File: src/verilog/sie_pkg.sv
// package: register map, field layout and reset values of the switch interrupt enables
package sie_pkg;
	localparam int unsigned SIE_NUM_IN    = 12;
	localparam int unsigned SIE_FIRST_IN  = 12;
	localparam int unsigned SIE_NUM_GEV   = 8;
	localparam int unsigned SIE_REG_W     = 24;
	// printed offsets are not all multiples of four: kept as indices
	localparam logic [7:0]  SIE_IDX_LOWER_SEL  = 8'h22;
	localparam logic [7:0]  SIE_IDX_UPPER_SEL  = 8'h23;
	localparam logic [7:0]  SIE_IDX_GLOBAL_EN  = 8'h24;
	localparam logic [7:0]  SIE_IDX_STATUS     = 8'h25;
	localparam logic [7:0]  SIE_IDX_MASK       = 8'h26;
	localparam logic [23:0] SIE_SEL_RESET      = 24'h000000;
	localparam logic [7:0]  SIE_GEV_RESET      = 8'h00;
	localparam logic [1:0]  SIE_CODE_OFF       = 2'h0;
	localparam logic [1:0]  SIE_CODE_RISE      = 2'h1;
	localparam logic [1:0]  SIE_CODE_FALL      = 2'h2;
	localparam logic [1:0]  SIE_CODE_BOTH      = 2'h3;
	localparam int unsigned SIE_GEV_CHECKSUM   = 7;
	localparam int unsigned SIE_GEV_SERIAL     = 0;
	localparam int unsigned SIE_GROUP_SIZE     = 4;
	// status/mask layout: bits 11-0 inputs 12-23, bits 19-12 global events
	localparam int unsigned SIE_STAT_W         = 20;
	localparam logic [19:0] SIE_STAT_RESET     = 20'h00000;
	localparam logic [19:0] SIE_MASK_RESET     = 20'h00000;

	typedef struct packed {
		logic       psel;
		logic       penable;
		logic       pwrite;
		logic [9:0] waddr;
		logic [31:0] pwdata;
	} sie_apb_req_t;

	function automatic logic [9:0] sie_byte_addr(input logic [7:0] idx);
		sie_byte_addr = {idx, 2'b00};
	endfunction : sie_byte_addr
endpackage : sie_pkg

File: src/verilog/sie_edge_if.sv
// interface: comparator samples and edge-select fields into the edge detector
`timescale 1ns/10ps
`default_nettype none
interface sie_edge_if;
	import sie_pkg::*;
	logic [SIE_NUM_IN-1:0]   comp_sample;
	logic [2*SIE_NUM_IN-1:0] edge_sel;
	logic [SIE_NUM_IN-1:0]   edge_hit;
	modport ctrl (output comp_sample, output edge_sel, input edge_hit);
	modport det  (input comp_sample, input edge_sel, output edge_hit);
endinterface : sie_edge_if
`default_nettype wire

File: src/verilog/sie_edge_detect.sv
// edge detector: per-input crossing detection against the stored previous sample
`timescale 1ns/10ps
`default_nettype none
module sie_edge_detect
	import sie_pkg::*;
(
	input  wire logic i_clock,
	input  wire logic i_rst,
	sie_edge_if.det   edge_port
);
	logic [SIE_NUM_IN-1:0] prev_sample;
	logic [SIE_NUM_IN-1:0] rise;
	logic [SIE_NUM_IN-1:0] fall;

	// previous sample held to compare against the current one
	always_ff @(posedge i_clock) begin
		if (i_rst) begin
			prev_sample <= '0;
		end else begin
			prev_sample <= edge_port.comp_sample;
		end
	end

	assign rise = edge_port.comp_sample & ~prev_sample;
	assign fall = ~edge_port.comp_sample & prev_sample;

	genvar g;
	generate
		for (g = 0; g < SIE_NUM_IN; g++) begin : g_in
			wire logic [1:0] code = edge_port.edge_sel[2*g +: 2];
			// code bit 0 enables rising, bit 1 falling; code 3 gives both
			assign edge_port.edge_hit[g] =
				(code[0] & rise[g]) |
				(code[1] & fall[g]);
		end
	endgenerate
endmodule : sie_edge_detect
`default_nettype wire

File: src/verilog/sie_irq_enables.sv
// top: APB register file, edge and global event interrupt gating
`timescale 1ns/10ps
`default_nettype none
module sie_irq_enables
	import sie_pkg::*;
(
	input  wire logic                   i_clock,
	input  wire logic                   i_rst,
	input  wire logic                   i_psel,
	input  wire logic                   i_penable,
	input  wire logic                   i_pwrite,
	input  wire logic [11:0]            i_paddr,
	input  wire logic [31:0]            i_pwdata,
	output logic      [31:0]            o_prdata,
	output logic                        o_pready,
	output logic                        o_pslverr,
	input  wire logic [SIE_NUM_IN-1:0]  i_comp_above,
	input  wire logic [SIE_NUM_GEV-1:0] i_global_event,
	output logic                        o_irq_n,
	output logic                        o_irq
);
	logic [SIE_NUM_IN-1:0]   comp_meta;
	logic [SIE_NUM_IN-1:0]   comp_sync;
	logic [SIE_NUM_GEV-1:0]  gev_meta;
	logic [SIE_NUM_GEV-1:0]  gev_sync;
	logic [SIE_NUM_GEV-1:0]  gev_prev;
	logic [SIE_REG_W-1:0]    lower_inputs_edge_irq_select;
	logic [SIE_REG_W-1:0]    upper_inputs_edge_irq_select;
	logic [SIE_NUM_GEV-1:0]  global_event_irq_enable;
	logic [SIE_STAT_W-1:0]   irq_status;
	logic [SIE_STAT_W-1:0]   irq_mask;
	logic [SIE_STAT_W-1:0]   next_irq_status;
	logic [SIE_STAT_W-1:0]   event_set;
	logic [SIE_NUM_GEV-1:0]  gev_rise;
	logic [31:0]             next_prdata;
	logic                    next_irq;
	logic [2:0]              settle;

	// events ignored until the sync pipe has refilled, so a pin already
	// high at reset release is not taken for an edge
	wire logic armed = settle[2];

	wire logic access = i_psel & i_penable & ~o_pready;
	wire logic wr     = access & i_pwrite;
	wire logic rd     = access & ~i_pwrite;
	wire logic aligned   = (i_paddr[1:0] == 2'b00);
	wire logic [9:0] wa  = i_paddr[11:2];
	wire logic hit_lower = aligned & (wa == {2'b00, SIE_IDX_LOWER_SEL});
	wire logic hit_upper = aligned & (wa == {2'b00, SIE_IDX_UPPER_SEL});
	wire logic hit_gen   = aligned & (wa == {2'b00, SIE_IDX_GLOBAL_EN});
	wire logic hit_stat  = aligned & (wa == {2'b00, SIE_IDX_STATUS});
	wire logic hit_mask  = aligned & (wa == {2'b00, SIE_IDX_MASK});
	wire logic hit_any   = hit_lower | hit_upper | hit_gen | hit_stat | hit_mask;

	sie_edge_if edge_bus ();

	assign edge_bus.comp_sample = comp_sync;
	assign edge_bus.edge_sel    = upper_inputs_edge_irq_select;

	// one comparator result per input; group thresholds are applied upstream
	sie_edge_detect u_edge (
		.i_clock   (i_clock),
		.i_rst     (i_rst),
		.edge_port (edge_bus.det)
	);

	// pin inputs pass two flip-flops before any logic looks at them
	always_ff @(posedge i_clock) begin
		if (i_rst) begin
			comp_meta <= '0;
			comp_sync <= '0;
			gev_meta  <= '0;
			gev_sync  <= '0;
			gev_prev  <= '0;
			settle    <= '0;
		end else begin
			comp_meta <= i_comp_above;
			comp_sync <= comp_meta;
			gev_meta  <= i_global_event;
			gev_sync  <= gev_meta;
			gev_prev  <= gev_sync;
			settle    <= {settle[1:0], 1'b1};
		end
	end

	// a disabled global event never reaches the status, hence never the pin
	assign gev_rise  = gev_sync & ~gev_prev & global_event_irq_enable;
	assign event_set = {gev_rise, edge_bus.edge_hit}
		& {SIE_STAT_W{armed}};

	// set wins over write-one-to-clear so no event is lost
	assign next_irq_status = wr & hit_stat
		? ((irq_status & ~i_pwdata[SIE_STAT_W-1:0]) | event_set)
		: (irq_status | event_set);

	assign next_irq = |(next_irq_status & ~irq_mask);

	always_comb begin
		next_prdata = 32'h00000000;
		if (hit_lower) begin
			next_prdata[SIE_REG_W-1:0] = lower_inputs_edge_irq_select;
		end else if (hit_upper) begin
			next_prdata[SIE_REG_W-1:0] = upper_inputs_edge_irq_select;
		end else if (hit_gen) begin
			next_prdata[SIE_NUM_GEV-1:0] = global_event_irq_enable;
		end else if (hit_stat) begin
			next_prdata[SIE_STAT_W-1:0] = irq_status;
		end else if (hit_mask) begin
			next_prdata[SIE_STAT_W-1:0] = irq_mask;
		end
	end

	always_ff @(posedge i_clock) begin
		if (i_rst) begin
			lower_inputs_edge_irq_select <= SIE_SEL_RESET;
			upper_inputs_edge_irq_select <= SIE_SEL_RESET;
			global_event_irq_enable      <= SIE_GEV_RESET;
			irq_mask                     <= SIE_MASK_RESET;
		end else if (wr) begin
			if (hit_lower) begin
				lower_inputs_edge_irq_select <= i_pwdata[SIE_REG_W-1:0];
			end
			if (hit_upper) begin
				upper_inputs_edge_irq_select <= i_pwdata[SIE_REG_W-1:0];
			end
			if (hit_gen) begin
				// reserved bits 23-8 are not stored and read zero
				global_event_irq_enable <= i_pwdata[SIE_NUM_GEV-1:0];
			end
			if (hit_mask) begin
				irq_mask <= i_pwdata[SIE_STAT_W-1:0];
			end
		end
	end

	// mask bit one blocks that status bit from the pin
	always_ff @(posedge i_clock) begin
		if (i_rst) begin
			irq_status <= SIE_STAT_RESET;
			o_irq      <= 1'b0;
			o_irq_n    <= 1'b1;
		end else begin
			irq_status <= next_irq_status;
			o_irq      <= next_irq;
			o_irq_n    <= ~next_irq;
		end
	end

	// one wait state: pready is high in the second access cycle
	always_ff @(posedge i_clock) begin
		if (i_rst) begin
			o_pready  <= 1'b0;
			o_pslverr <= 1'b0;
			o_prdata  <= 32'h00000000;
		end else begin
			o_pready  <= access;
			o_pslverr <= access & ~hit_any;
			o_prdata  <= rd ? next_prdata : 32'h00000000;
		end
	end
endmodule : sie_irq_enables
`default_nettype wire

File: config.mk
export PLATFORM = sky130hd
export DESIGN_NAME = sie_irq_enables
export DESIGN_NICKNAME = d
export VERILOG_FILES = /design/src/verilog/sie_pkg.sv /design/src/verilog/sie_edge_if.sv /design/src/verilog/sie_edge_detect.sv /design/src/verilog/sie_irq_enables.sv
export SDC_FILE = /design/constraint.sdc
export NUM_CORES = 1
export LEC_CHECK = 0
export ABC_AREA = 1
export CORE_ASPECT_RATIO = 0.7
export CORE_MARGIN = 8
export CORE_UTILIZATION = 60
export DETAILED_ROUTE_END_ITERATION = 7
export DONT_BUFFER_PORTS = 1
export PLACE_DENSITY = 0.76
export RECOVER_POWER = 50
export SLEW_MARGIN = 20
export SYNTH_ARGS = -nofsm -noshare
export SYNTH_HDL_FRONTEND = slang
export SYNTH_SLANG_ARGS = --single-unit
File: constraint.sdc
create_clock -name i_clock -period 1.8 [get_ports i_clock]
set_input_delay 0.36 -clock i_clock [delete_from_list [all_inputs] [get_ports i_clock]]
set_output_delay 0.36 -clock i_clock [all_outputs]
set_load 0.05 [all_outputs]
==> summary.txt <==
Floorplanning
  – Die area: 0.0159 sq mm
  – Die H: 108 um
  – Number of core rows: 33
  – Initial Utilization: 61.7%
  – Die Wd: 147 um
  – Core area: 0.0118 sq mm
  – I/O Pins: 105

Min path
  – HP Class: in2reg

STA
  – Crit path time final: 1.74 ns
  – Slew @ Worst Pin: 1.05 ns
  – Final period util: 96.6%
  – Clock Skew: 0.0105 ns
  – Final hold violation count: 0
  – RSZ-0062 raised after global routing: yes
  – Slew Limit Fails: 0
  – FMAX: 575 MHz
  – Final setup viols: 0
  – Worst slew margin: 30.3%

Critical path
  – Worst Path Arrival: 2.05 ns
  – Flop2flop setup slack: 0.06 ns
  – Critical path capture point type: flop
  – Setup CP Type: reg2reg
  – Worst Path Max Fanout: 14
  – Critical Path Start Type: flop
  – Worst Path Required: 2.12 ns

Route
  – Iter 0 DRT Violations: 773
  – Pre-antenna DRT Iters: 6
  – Detailed-route wire length per cell: 17.8 um
  – Metal3 WL: 2.74 mm
  – Via density: 5.65
  – Total number of vias: 6,546
  – # DRC: 0
  – DR WL met2: 8.91 mm
  – WL final: 20.7 mm
  – DRT antenna net count: 0
  – Highest metal used: met4
  – WL met1: 8.58 mm

Clocking
  – H-tree levels: 4
  – TritonCTS buffer count: 17
  – Root Buffer: clkbuf_16
  – CTS Buffer Depth: 2
  – CTS tree: built
  – Skew-Pair Late Insertion Delay: 0.44 ns
  – Clk sinks: 187
  – Clock transition at path regs: 0.07 ns

Logic synthesis
  – Unique masters post-synth: 29
  – Mapped Cells: 950
  – Cell Area, Synth: 0.00726 sq mm
  – Sequential area share after synthesis: 51.6%
  – Top cell type's share of synthesized area: 51.6%
  – Seq cells post-synth: 187
  – Yosys Warn Count: 0
  – Syn avg cell area: 7.64 sq um
  – Synth top area cells: dfxtp_1, a21oi_1, inv_1
  – Cell taking the most area after synthesis: dfxtp_1

Final layout
  – Final instance area: 0.00855 sq mm
  – P&R area growth vs syn: 17.8%
  – Fraction of layout cells with a size suffix above 1: 10.1%
  – Number of diodes: 0
  – Final core utilization: 72.7%
  – NumNets Final: 1,057

GRT
  – Largest net degree at the start of global routing: 76
  – Initial antenna violation count: 0
  – First-pass GRT wire length: 31.3 mm
  – Vias in the first global route: 5,909
  – Overall Global Routing Usage: 25.1%
  – Grt ovf: 0

Placed design
  – Port Buffers: 0
  – Placed inst area: 0.00764 sq mm
  – Gpl congestion: 0.877
  – DP Wirelength: 13.0 mm

Job
  – Max cap viols: 0

Pwr
  – Overall Power: 8.37 mW
  – Peak supply drop: 0.696 mV
  – PwrDens: 979 mW/mm^2
  – Static leakage: 3.49 nW

Status
  – Status: finished clean
critical path, stage by stage, from the launching register on:
cell	delay, ns
dfxtp_2	0.33
inv_2	0.07
nand4_4	0.09
inv_4	0.10
buf_12	0.14
nand4_1	0.09
nand2_1	0.09
buf_4	0.10
a21oi_1	0.05
dlygate4sd3_1	0.56
path summary, 6_finish.rpt:
| kind | startpoint | cells after the start | end |
|---|---|---|---|
| worst min register to register | comp_meta[10] | 2 | comp_sync[10] |
| worst min-delay path | i_comp_above[5] | 2 | comp_meta[5] |
| worst max register to register | o_pready | 9 | irq_status[0] |
| worst max-delay path | o_pready | 9 | irq_status[0] |
Yosys cell counts:
cell      number
inv_1        136
nand2_1      128
o211ai_1      13
buf_2          9
o31ai_1       12
nor2_4         4
conb_1         1
o311ai_1       4
nand4_1       16
o21ai_0       83
inv_2          6
nor2_1       103
nand3_1       48
dfxtp_1      187
clkbuf_1      36
nand2_2        2
nand3_2        1
a21oi_1      117
nand4_2        1
buf_4         10
a31oi_1        6
nor2_2         4
nor4_2         1
nor2_8         1
nor4_1         1
nand2_4        1
o21ai_1       17
a22oi_1        1
buf_1          1
flip-flops by register name, indices dropped and copies added (netlist names), 12 cells and up:
register                      cells
comp_meta                        12
comp_sync                        12
irq_mask                         20
lower_inputs_edge_irq_select     24
u_edge.prev_sample               12
o_prdata                         24
irq_status                       20
edge_bus.edge_sel                24
cells in the final DEF, fill, tap and decap left out, drive strengths merged:
master,instances
o211ai,13
buf,42
clkbuf,21
nand4,17
o21ai,100
a21oi,117
conb,8
nand3,49
a31oi,6
o311ai,4
dlygate4sd3,23
dfxtp,187
dlymetal6s4s,1
nand2,131
o31ai,12
clkinvlp,2
nor4,2
inv,149
bufinv,2
nor2,112
a22oi,1
clkinv,2
metal layers:
| layer | vias up | global-route usage (%) |
|---|---|---|
| li1 | 3134 | - |
| met3 | 41 | 7.55 |
| met2 | 381 | 38.4 |
| met5 | - | 0 |
| met1 | 2990 | 33.0 |
| met4 | 0 | 10.1 |
area by class of cell:
class | count | area (sq um)
sequential | 187 | 3740
fill | 936 | 3220
multi-input combinational | 572 | 2770
timing repair buffer | 68 | 699
inverter | 142 | 536
clock buffer | 19 | 453
tap | 157 | 196
clock inverter | 13 | 155
stage by stage:
stage	worst slack, ns	std cells	hold WS [ns]	TNS, ns
after detailed placement	-0.0544	1100	0.394	-0.0784
after global placement	-0.00972	1100	0.389	-0.0143
final	0.0620	1158	0.0185	0
after floorplan	0.0943	957	0.388	0
after CTS	0.0333	1147	0.0000112	0
after global routing	-0.0319	1158	0.00496	-0.0443
cell families (layout without fill, tap and decap cells):
kind of cell	after synthesis	count (layout)	synth area share, %
simple gates	311	311	18.8
buf+inv	198	242	10.9
other cells	1	8	0.0517
compound gates	253	253	18.7
flops	187	187	51.6
where the power goes:
part	internal [mW]	switching (mW)	leakage, nW
clock	2.16	1.70	0.295
combinational	0.0950	0.194	1.67
sequential	4.19	0.0233	1.52
timing repair:
action	4_1_cts	5_1_grt
setup endpoints to repair	0	6
resized for setup	0	7
hold endpoints to repair	23	1
setup buffers	0	1
hold buffers	15	9
No activity file was read; power rests on OpenSTA's default activity.
